File: config.mk
export PLATFORM = sky130hd
export DESIGN_NAME = adc_result_and_modulator_regs
export DESIGN_NICKNAME = d
export VERILOG_FILES = /design/src/adc_regs_pkg.sv /design/src/addr_sequencer.sv /design/src/word_fifo.sv /design/src/adc_result_and_modulator_regs.sv
export SDC_FILE = /design/constraint.sdc
export NUM_CORES = 1
export LEC_CHECK = 0
export BUFFER_PORTS_ARGS = -buffer_cell sky130_fd_sc_hd__buf_4
export CORE_MARGIN = 2
export CORE_UTILIZATION = 30
export CTS_CLUSTER_SIZE = 30
export DETAILED_ROUTE_END_ITERATION = 12
export GPL_ROUTABILITY_DRIVEN = 0
export HOLD_SLACK_MARGIN = 0.05
export SLEW_MARGIN = 20
export SYNTH_ARGS = -nofsm -noshare
export SYNTH_HDL_FRONTEND = slang
export SYNTH_SLANG_ARGS = --single-unit
File: constraint.sdc
create_clock -name i_clk_sys -period 11.7 [get_ports i_clk_sys]
set_clock_uncertainty 0.1 [all_clocks]
set_input_delay 3.51 -clock i_clk_sys [delete_from_list [all_inputs] [get_ports i_clk_sys]]
set_output_delay 3.51 -clock i_clk_sys [all_outputs]
set_load 0.03 [all_outputs]
File: src/adc_regs_pkg.sv
package adc_regs_pkg;

    // =====================================================================
    // Register map
    // =====================================================================
    localparam logic [4:0] ADDR_RESULT_ZERO = 5'h00;
    localparam logic [4:0] ADDR_RESULT_THREE = 5'h03;
    localparam logic [4:0] ADDR_SNAPSHOT = 5'h08;
    localparam logic [4:0] ADDR_SPARE = 5'h09;
    localparam logic [4:0] ADDR_SETTINGS = 5'h0C;
    localparam logic [4:0] ADDR_CONFIG_END = 5'h0E;
    localparam logic [4:0] ADDR_CAL_FIRST = 5'h0F;
    localparam logic [4:0] ADDR_CAL_LAST = 5'h16;
    localparam logic [4:0] ADDR_LOCK = 5'h1F;
    localparam int NUM_CH = 4;
    localparam int RES_W = 24;
    localparam int COMP_W = 4;
    localparam int SNAP_W = NUM_CH * COMP_W;
    localparam int FIFO_DEPTH = 8;

    // =====================================================================
    // Field values and reset values
    // =====================================================================
    localparam logic [1:0] RD_ENTIRE = 2'h3;
    localparam logic [1:0] RD_TYPE = 2'h2;
    localparam logic [1:0] RD_GROUP = 2'h1;
    localparam logic [1:0] RD_STATIC = 2'h0;
    localparam logic [1:0] FMT_32_SIGN = 2'h3;
    localparam logic [1:0] FMT_32_ZERO = 2'h2;
    localparam logic [1:0] FMT_24 = 2'h1;
    localparam logic [1:0] FMT_16 = 2'h0;
    localparam logic [3:0] COMP_RESET = 4'h3;
    localparam logic [15:0] SNAP_RESET = 16'h3333;

    typedef struct packed {
        logic [1:0] read_incr;
        logic write_incr;
        logic linked_ready_select;
        logic [1:0] data_width;
    } comm_settings_t;

    typedef struct packed {
        logic [4:0] addr;
        logic [31:0] data;
        logic [1:0] width;
    } read_word_t;

endpackage : adc_regs_pkg

File: src/addr_sequencer.sv
`timescale 1ns/1ps
module addr_sequencer
(
    input wire logic [4:0] i_addr,
    input wire logic i_is_write,
    input wire logic [1:0] i_read_incr,
    input wire logic i_write_incr,
    output logic [4:0] o_next
);

    // =====================================================================
    // Next address of a continuous transfer
    // =====================================================================
    always_comb
    begin
        o_next = i_addr;
        if (i_is_write)
        begin
            if (i_write_incr)
            begin
                // Results have no write address; loop 0x08..0x16, then 0x1F, writable
                if (i_addr < adc_regs_pkg::ADDR_SNAPSHOT)
                    o_next = adc_regs_pkg::ADDR_SNAPSHOT;
                else if (i_addr == adc_regs_pkg::ADDR_LOCK)
                    o_next = adc_regs_pkg::ADDR_SNAPSHOT;
                else if (i_addr == adc_regs_pkg::ADDR_CAL_LAST)
                    o_next = adc_regs_pkg::ADDR_LOCK;
                else
                    o_next = i_addr + 5'h01;
            end
        end
        else
        begin
            case (i_read_incr)
                adc_regs_pkg::RD_ENTIRE:
                begin
                    if (i_addr == adc_regs_pkg::ADDR_RESULT_THREE)
                        o_next = adc_regs_pkg::ADDR_SNAPSHOT;
                    else if (i_addr == adc_regs_pkg::ADDR_CAL_LAST)
                        o_next = adc_regs_pkg::ADDR_LOCK;
                    else
                        o_next = i_addr + 5'h01;
                end
                adc_regs_pkg::RD_TYPE:
                begin
                    if (i_addr == adc_regs_pkg::ADDR_RESULT_THREE)
                        o_next = adc_regs_pkg::ADDR_RESULT_ZERO;
                    else if (i_addr == adc_regs_pkg::ADDR_LOCK)
                        o_next = adc_regs_pkg::ADDR_SNAPSHOT;
                    else if (i_addr == adc_regs_pkg::ADDR_CAL_LAST)
                        o_next = adc_regs_pkg::ADDR_LOCK;
                    else
                        o_next = i_addr + 5'h01;
                end
                adc_regs_pkg::RD_GROUP:
                begin
                    if (i_addr <= adc_regs_pkg::ADDR_RESULT_THREE)
                        o_next = {i_addr[4:1], ~i_addr[0]};
                    else if (i_addr == adc_regs_pkg::ADDR_LOCK)
                        o_next = i_addr;
                    else if (i_addr >= adc_regs_pkg::ADDR_CAL_FIRST)
                        // Pairs 0x0F/0x10 .. 0x15/0x16
                        o_next = i_addr[0] ? i_addr + 5'h01
                                           : i_addr - 5'h01;
                    else if (i_addr == 5'h0B)
                        o_next = adc_regs_pkg::ADDR_SNAPSHOT;
                    else if (i_addr == adc_regs_pkg::ADDR_CONFIG_END)
                        o_next = adc_regs_pkg::ADDR_SETTINGS;
                    else
                        o_next = i_addr + 5'h01;
                end
                default:
                    o_next = i_addr;
            endcase
        end
    end

endmodule : addr_sequencer

File: src/word_fifo.sv
`timescale 1ns/1ps
module word_fifo #(
    parameter int WIDTH = 39,
    parameter int DEPTH = 8
)
(
    input wire logic i_clk_sys,
    input wire logic i_rstn,
    input wire logic i_in_valid,
    output logic o_in_ready,
    input wire logic [WIDTH-1:0] i_in_data,
    output logic o_out_valid,
    input wire logic i_out_ready,
    output logic [WIDTH-1:0] o_out_data
);

    localparam int AW = $clog2(DEPTH);

    logic [WIDTH-1:0] mem_q [DEPTH];
    logic [AW-1:0] wr_ptr_q;
    logic [AW-1:0] rd_ptr_q;
    logic [AW:0] count_q;
    logic push;
    logic pop;

    assign o_in_ready = (count_q != DEPTH[AW:0]);
    assign o_out_valid = (count_q != '0);
    assign push = i_in_valid && o_in_ready;
    assign pop = o_out_valid && i_out_ready;
    assign o_out_data = mem_q[rd_ptr_q];

    always_ff @(posedge i_clk_sys)
    begin
        if (push)
            mem_q[wr_ptr_q] <= i_in_data;
    end

    always_ff @(posedge i_clk_sys or negedge i_rstn)
    begin
        if (!i_rstn)
        begin
            wr_ptr_q <= '0;
            rd_ptr_q <= '0;
            count_q <= '0;
        end
        else
        begin
            if (push)
                wr_ptr_q <= (wr_ptr_q == AW'(DEPTH - 1)) ? '0 : wr_ptr_q + 1'b1;
            if (pop)
                rd_ptr_q <= (rd_ptr_q == AW'(DEPTH - 1)) ? '0 : rd_ptr_q + 1'b1;
            count_q <= count_q + {{AW{1'b0}}, push} - {{AW{1'b0}}, pop};
        end
    end

endmodule : word_fifo

File: src/adc_result_and_modulator_regs.sv
`timescale 1ns/1ps
module adc_result_and_modulator_regs #(
    parameter int NUM_CH = adc_regs_pkg::NUM_CH,
    parameter int FIFO_DEPTH = adc_regs_pkg::FIFO_DEPTH
)
(
    input wire logic i_clk_sys,
    input wire logic i_rstn,
    input wire logic i_modulator_clock_tick,
    input wire logic [NUM_CH*24-1:0] i_corrected_code,
    input wire logic [NUM_CH-1:0] i_conv_done,
    input wire logic [NUM_CH*4-1:0] i_comparator_bits,
    input wire adc_regs_pkg::comm_settings_t i_settings,
    input wire logic i_xfer_start,
    input wire logic i_xfer_is_write,
    input wire logic [4:0] i_xfer_addr,
    input wire logic i_xfer_end,
    input wire logic i_word_req,
    input wire logic i_snap_wr,
    input wire logic [15:0] i_snap_wdata,
    input wire logic i_out_ready,
    output logic o_out_valid,
    output adc_regs_pkg::read_word_t o_out_word,
    output logic o_conversion_ready_pin_n,
    output logic o_req_ready,
    output logic [4:0] o_cur_addr,
    output logic o_in_read
);

    // =====================================================================
    // Live results and ready tracking
    // =====================================================================
    logic [23:0] live_q [NUM_CH];
    logic [23:0] frozen_q [NUM_CH];
    logic [NUM_CH-1:0] seen_q;
    logic [NUM_CH-1:0] seen_all;
    logic link_fire;
    logic [NUM_CH-1:0] pending_q;
    logic in_read_q;
    logic is_write_q;
    logic [4:0] addr_q;
    logic [4:0] addr_d;
    logic [15:0] snap_q;
    logic ready_pulse_q;
    logic fifo_in_ready;
    logic fifo_push;
    adc_regs_pkg::read_word_t word_d;
    logic [23:0] sel_reg;
    logic [23:0] rounded;

    assign seen_all = seen_q | i_conv_done;
    assign link_fire = i_settings.linked_ready_select && (&seen_all);

    // Linked mode collects every channel before releasing any value
    always_ff @(posedge i_clk_sys or negedge i_rstn)
    begin
        if (!i_rstn)
            seen_q <= '0;
        else if (!i_settings.linked_ready_select || link_fire)
            seen_q <= '0;
        else
            seen_q <= seen_all;
    end

    // Staging holds the corrected code until it may be published
    logic [23:0] stage_q [NUM_CH];

    generate
        for (genvar c = 0; c < NUM_CH; c++)
        begin : g_ch
            logic publish;
            assign publish = i_settings.linked_ready_select ? link_fire
                                                             : i_conv_done[c];
            always_ff @(posedge i_clk_sys or negedge i_rstn)
            begin
                if (!i_rstn)
                    stage_q[c] <= '0;
                else if (i_conv_done[c])
                    stage_q[c] <= i_corrected_code[c*24 +: 24];
            end
            always_ff @(posedge i_clk_sys or negedge i_rstn)
            begin
                if (!i_rstn)
                    live_q[c] <= '0;
                else if (publish)
                    live_q[c] <= i_conv_done[c]
                                 ? i_corrected_code[c*24 +: 24]
                                 : stage_q[c];
            end
            // Frozen copy seen by the host; whole words only
            always_ff @(posedge i_clk_sys or negedge i_rstn)
            begin
                if (!i_rstn)
                    frozen_q[c] <= '0;
                else if (!in_read_q || (i_xfer_start && !i_xfer_is_write))
                    frozen_q[c] <= live_q[c];
                else if (pending_q[c] && i_word_req && fifo_in_ready
                         && addr_q == 5'(c))
                    frozen_q[c] <= live_q[c];
            end
            always_ff @(posedge i_clk_sys or negedge i_rstn)
            begin
                if (!i_rstn)
                    pending_q[c] <= 1'b0;
                else if (in_read_q && publish)
                    pending_q[c] <= 1'b1;
                else if (!in_read_q || (i_word_req && fifo_in_ready
                         && addr_q == 5'(c)))
                    pending_q[c] <= 1'b0;
            end
        end
    endgenerate

    // =====================================================================
    // Ready pin, active low pulse
    // =====================================================================
    always_ff @(posedge i_clk_sys or negedge i_rstn)
    begin
        if (!i_rstn)
            ready_pulse_q <= 1'b0;
        else
            ready_pulse_q <= i_settings.linked_ready_select ? link_fire
                                                            : |i_conv_done;
    end

    always_ff @(posedge i_clk_sys or negedge i_rstn)
    begin
        if (!i_rstn)
            o_conversion_ready_pin_n <= 1'b1;
        else
            o_conversion_ready_pin_n <= ~ready_pulse_q;
    end

    // =====================================================================
    // Modulator snapshot
    // =====================================================================
    // Host writes land unless a tick comes that cycle; the next tick overwrites them
    always_ff @(posedge i_clk_sys or negedge i_rstn)
    begin
        if (!i_rstn)
            snap_q <= adc_regs_pkg::SNAP_RESET;
        else if (i_modulator_clock_tick)
            snap_q <= i_comparator_bits[15:0];
        else if (i_snap_wr)
            snap_q <= i_snap_wdata;
    end

    // =====================================================================
    // Transfer address tracking
    // =====================================================================
    addr_sequencer u_seq
    (
        .i_addr(addr_q),
        .i_is_write(is_write_q),
        .i_read_incr(i_settings.read_incr),
        .i_write_incr(i_settings.write_incr),
        .o_next(addr_d)
    );

    always_ff @(posedge i_clk_sys or negedge i_rstn)
    begin
        if (!i_rstn)
        begin
            in_read_q <= 1'b0;
            is_write_q <= 1'b0;
            addr_q <= '0;
        end
        else if (i_xfer_start)
        begin
            in_read_q <= !i_xfer_is_write;
            is_write_q <= i_xfer_is_write;
            addr_q <= i_xfer_addr;
        end
        else if (i_xfer_end)
            in_read_q <= 1'b0;
        else if (i_word_req && (is_write_q || fifo_in_ready))
            addr_q <= addr_d;
    end

    // =====================================================================
    // Word formatting
    // =====================================================================
    always_comb
    begin
        sel_reg = '0;
        if (addr_q <= adc_regs_pkg::ADDR_RESULT_THREE)
            sel_reg = frozen_q[addr_q[1:0]];
        else if (addr_q == adc_regs_pkg::ADDR_SNAPSHOT)
            sel_reg = {8'h00, snap_q};
    end

    // Rounding saturates so positive full scale cannot wrap negative
    assign rounded = (sel_reg[23:8] == 16'h7FFF) ? sel_reg
                                                  : sel_reg + 24'h000080;

    always_comb
    begin
        word_d.addr = addr_q;
        word_d.width = i_settings.data_width;
        word_d.data = {8'h00, sel_reg};
        if (addr_q <= adc_regs_pkg::ADDR_RESULT_THREE)
        begin
            case (i_settings.data_width)
                adc_regs_pkg::FMT_32_SIGN:
                    word_d.data = {{8{sel_reg[23]}}, sel_reg};
                adc_regs_pkg::FMT_32_ZERO:
                    word_d.data = {sel_reg, 8'h00};
                adc_regs_pkg::FMT_16:
                    word_d.data = {16'h0000, rounded[23:8]};
                default:
                    word_d.data = {8'h00, sel_reg};
            endcase
        end
        else
            word_d.width = adc_regs_pkg::FMT_24;
    end

    assign fifo_push = i_word_req && in_read_q;

    word_fifo #(
        .WIDTH($bits(adc_regs_pkg::read_word_t)),
        .DEPTH(FIFO_DEPTH)
    ) u_fifo
    (
        .i_clk_sys(i_clk_sys),
        .i_rstn(i_rstn),
        .i_in_valid(fifo_push),
        .o_in_ready(fifo_in_ready),
        .i_in_data(word_d),
        .o_out_valid(o_out_valid),
        .i_out_ready(i_out_ready),
        .o_out_data(o_out_word)
    );

    always_ff @(posedge i_clk_sys or negedge i_rstn)
    begin
        if (!i_rstn)
            o_req_ready <= 1'b0;
        else
            o_req_ready <= fifo_in_ready;
    end

    always_ff @(posedge i_clk_sys or negedge i_rstn)
    begin
        if (!i_rstn)
            o_cur_addr <= '0;
        else
            o_cur_addr <= addr_d;
    end

    always_ff @(posedge i_clk_sys or negedge i_rstn)
    begin
        if (!i_rstn)
            o_in_read <= 1'b0;
        else
            o_in_read <= in_read_q;
    end

endmodule : adc_result_and_modulator_regs

==> out/summary.md <==
The dominant register cell in the synthesized netlist was sky130_fd_sc_hd__dfrtp_1. The CTS sink count was 650; the number of I/O port buffers was 199. After legalization and detailed placement, the total HPWL measured 46700 um. The tools report the number of buffers between clock root and the deepest sink as 3. For the register share of total power, the log shows 41.7%. The post-synth net total was 1767; the transition time of the tightest slew-check pin was 1.04 ns. In this run the tightest slew margin relative to its limit is 30.1%.

Number of iterations in the first detailed-routing pass: 6. The fraction of power consumed by combinational cells came out at 25.5%. STA classifies the critical path endpoint as an output pin. After detailed routing, the number of vias per cell comes to 4.98. Across the run, the number of max-cap violations was 0.

Utilization of the core after routing: 36.3%. For the placed instance area, the log shows 29800 um^2. In the final routed layout, each cell accounts on average for 23.3 um.

After global routing the overflow that remains totals 0. The placement row count came out at 109. In this run the remaining antenna-violating nets after routing total 0. The share of synthesized flip-flops with an asynchronous set or reset is 52.0%.

Yosys mapped a number of flops with a built-in enable equal to 312. The y dimension of the die was 303 um; the total negative slack was 0 ns. The full die area was 92100 um^2.

Once the floorplan was initialized, standard cells occupied 30.3% of the core. Buffers added to address setup during post-CTS repair amount to 0. Net switching is 29.7% of the power.

200 I/O pins were placed. The run gives 71 as the clock buffer count from CTS. The final layout contains routed wiring with a total length of 70500 um.

The tools report the net switching power figure as 2.06 mW. For this run, design rule violations remaining after detail routing come to 0. Measured along the x axis, the die boundary spans 303 um.

The tools report the total via count after detailed routing as 15060. The flow ran to the end, and the final reports show no timing, DRC or antenna violations. The layout cell share with drive strength beyond 1 was 42.9%; the timing-limited maximum frequency was 0.145 GHz. For this run, the total global-route usage over all layers was measured as 15.3%.

The number of failing hold endpoints at the final stage is 0. The number of slew-limit violations in the final report was 0; the largest fanout of any net on the critical path was 52. The worst-case vdd ir drop is 115 uV, and the area of the mapped netlist is 26900 um^2.

The critical path class is reg2out. Post-CTS repair changed the size of 0 cells. After synthesis, the mean cell area works out to 16.9 um^2.

For the sum of internal, switching and leakage power, the log shows 6.94 mW. From synthesis to final layout, the design area changed by 19.6%. The H-tree was split into 3 levels. Before CTS, the worst setup slack after placement is 5.11 ns. TritonCTS built the clock tree. During synthesis, Yosys emitted a total of 0 warnings. The initial antenna violation count was 3; the number of hold buffers added after cts was 0.

The area of the placeable core is 88600 um^2. The post-route minimum period came out at 6.87 ns. The type of the most critical hold path was reg2reg. The worst path uses 58.8% of the clock period.

At the worst endpoint, the arrival time is 3.26 ns. Sequential elements use 66.3% of the synthesized area. Setup repair after global routing left no endpoint under its margin. The leading cell type in the layout, fill and taps excluded was sky130_fd_sc_hd__mux2_2.

The synthesized design contains 650 register bits. In this run the clock root is driven by a sky130_fd_sc_hd__clkbuf_16. Per report_power, the clock group accounts for 32.8% of the total.

Entering global routing, the biggest net connects 172 pins. Once routing completed, OpenROAD measured the worst setup slack at 4.83 ns. The net count of the finished layout is 1978. The total power density per cell area is 216 nW/um^2. The internal cell power is 4.88 mW, and the global-route wire length before repair is 103000 um. The number of global-route vias before repair was 15641. The clock reaches the later pin of the worst-skew pair after 0.61 ns.

The logs give 8.09 ns for the critical path data required time and 0 for the number of diodes. The analysis attributes to cell leakage a power of 12.1 nW. Synthesis produced 1596 cells. The tools report the reg2reg setup slack as 6.79 ns.

Sort of element at the start of the critical path: a flip-flop. The library cells used most frequently in the layout, excluding fill and tap cells, are sky130_fd_sc_hd__mux2_2, sky130_fd_sc_hd__dfrtp_1, sky130_fd_sc_hd__edfxtp_1, sky130_fd_sc_hd__buf_4, sky130_fd_sc_hd__mux4_2. The count of final setup violators was 0. The tools report the distinct cell type count of the synthesized netlist as 75. After routing the design area is 32200 um^2. In this run, the number of DRC markers left after iteration 0 of detailed routing was 1340. Clock-pin slew was measured on the worst setup and hold paths at 0.06 ns.
## path summary, 6_finish.rpt
kind,cells after the start,endpoint,startpoint
max in group asynchronous,2,u_fifo.rd_ptr_q[0],i_rstn
min in group asynchronous,1,stage_q[2],i_rstn
setup reg to reg,10,u_fifo.mem_q[5][13],addr_q[4]
hold / removal,1,o_conversion_ready_pin_n,ready_pulse_q
setup / recovery,4,o_out_word[29],u_fifo.rd_ptr_q[0]
hold reg to reg,1,o_conversion_ready_pin_n,ready_pulse_q
## per-stage QoR
| stage | cells | hold slack (ns) |
|---|---|---|
| after floorplan | 1596 | 0.237 |
| after global placement | 2899 | 0.262 |
| after detailed placement | 2899 | 0.260 |
| after CTS | 3027 | 0.269 |
| after global routing | 3027 | 0.272 |
| final | 3027 | 0.267 |
## Yosys cell counts (all sizes together) (10+ instances only)
cell    instances  area (um^2)
nor2           40          150
mux2          332         3740
o21ai          40          200
nand3          13         70.1
nand2          73          274
a21oi          38          190
ha             18          225
mux2i          19          190
dfrtp         329         8230
inv            21         78.8
clkbuf         51          191
a22oi          14          105
mux4          102         2310
buf            34          166
edfxtp        312         9370
a21o           10         75.1
## registers in the layout (all words and copies together) (netlist names)
register	flops
u_fifo.rd_ptr_q	3
stage_q	96
o_in_read	1
u_fifo.wr_ptr_q	3
snap_q	16
frozen_q	96
addr_q	5
ready_pulse_q	1
u_fifo.mem_q	312
pending_q	4
is_write_q	1
o_req_ready	1
in_read_q	1
o_cur_addr	5
u_fifo.count_q	4
live_q	96
o_conversion_ready_pin_n	1
seen_q	4
## layout make-up
class | count | area (um^2)
Sequential cell | 650 | 17800
Clock buffer | 95 | 2000
Multi-Input combinational cell | 838 | 8710
Inverter | 23 | 86.3
Clock inverter | 33 | 388
Fill cell | 8314 | 56500
Timing Repair Buffer | 223 | 1700
Tap cell | 1165 | 1460
## logic make-up after synthesis
| logic type | count (synthesis) | synth area share (%) |
|---|---|---|
| and+or+nand+nor | 186 | 3.37 |
| xor gates and xnor gates | 16 | 0.521 |
| buffers and inverters | 108 | 1.65 |
| muxes | 453 | 23.2 |
| DFF | 650 | 66.3 |
| adders and majority gates | 19 | 0.912 |
| AOI/OAI and AO/OA | 164 | 4.04 |
## critical path, stage by stage (launching register included)
cell and delay [ns]:
sky130_fd_sc_hd__dfrtp_4 0.83, sky130_fd_sc_hd__buf_6 0.66, sky130_fd_sc_hd__mux4_2 0.58, sky130_fd_sc_hd__mux2_2 0.31
sky130_fd_sc_hd__buf_4 0.18
## layer usage
metal  global-route usage [%]  up-vias  share of wire [%]
met5                        0        -              0.058
met4                     3.64        6                2.0
met3                     3.69      105                6.9
met2                     25.3      505                 49
met1                     20.4     7895                 42
li1                         -     6549                  -
## power groups by stage
stage | sequential [mW] | clock (mW) | combinational (mW)
floorplan | 2.83 | 0 | 1.25
global placement | 2.93 | 0 | 1.78
detailed placement | 2.94 | 0 | 1.80
CTS | 2.90 | 2.33 | 1.81
global route | 2.93 | 2.43 | 1.90
finish | 2.89 | 2.28 | 1.77
Note: power is estimated with default switching activity, not from simulation.
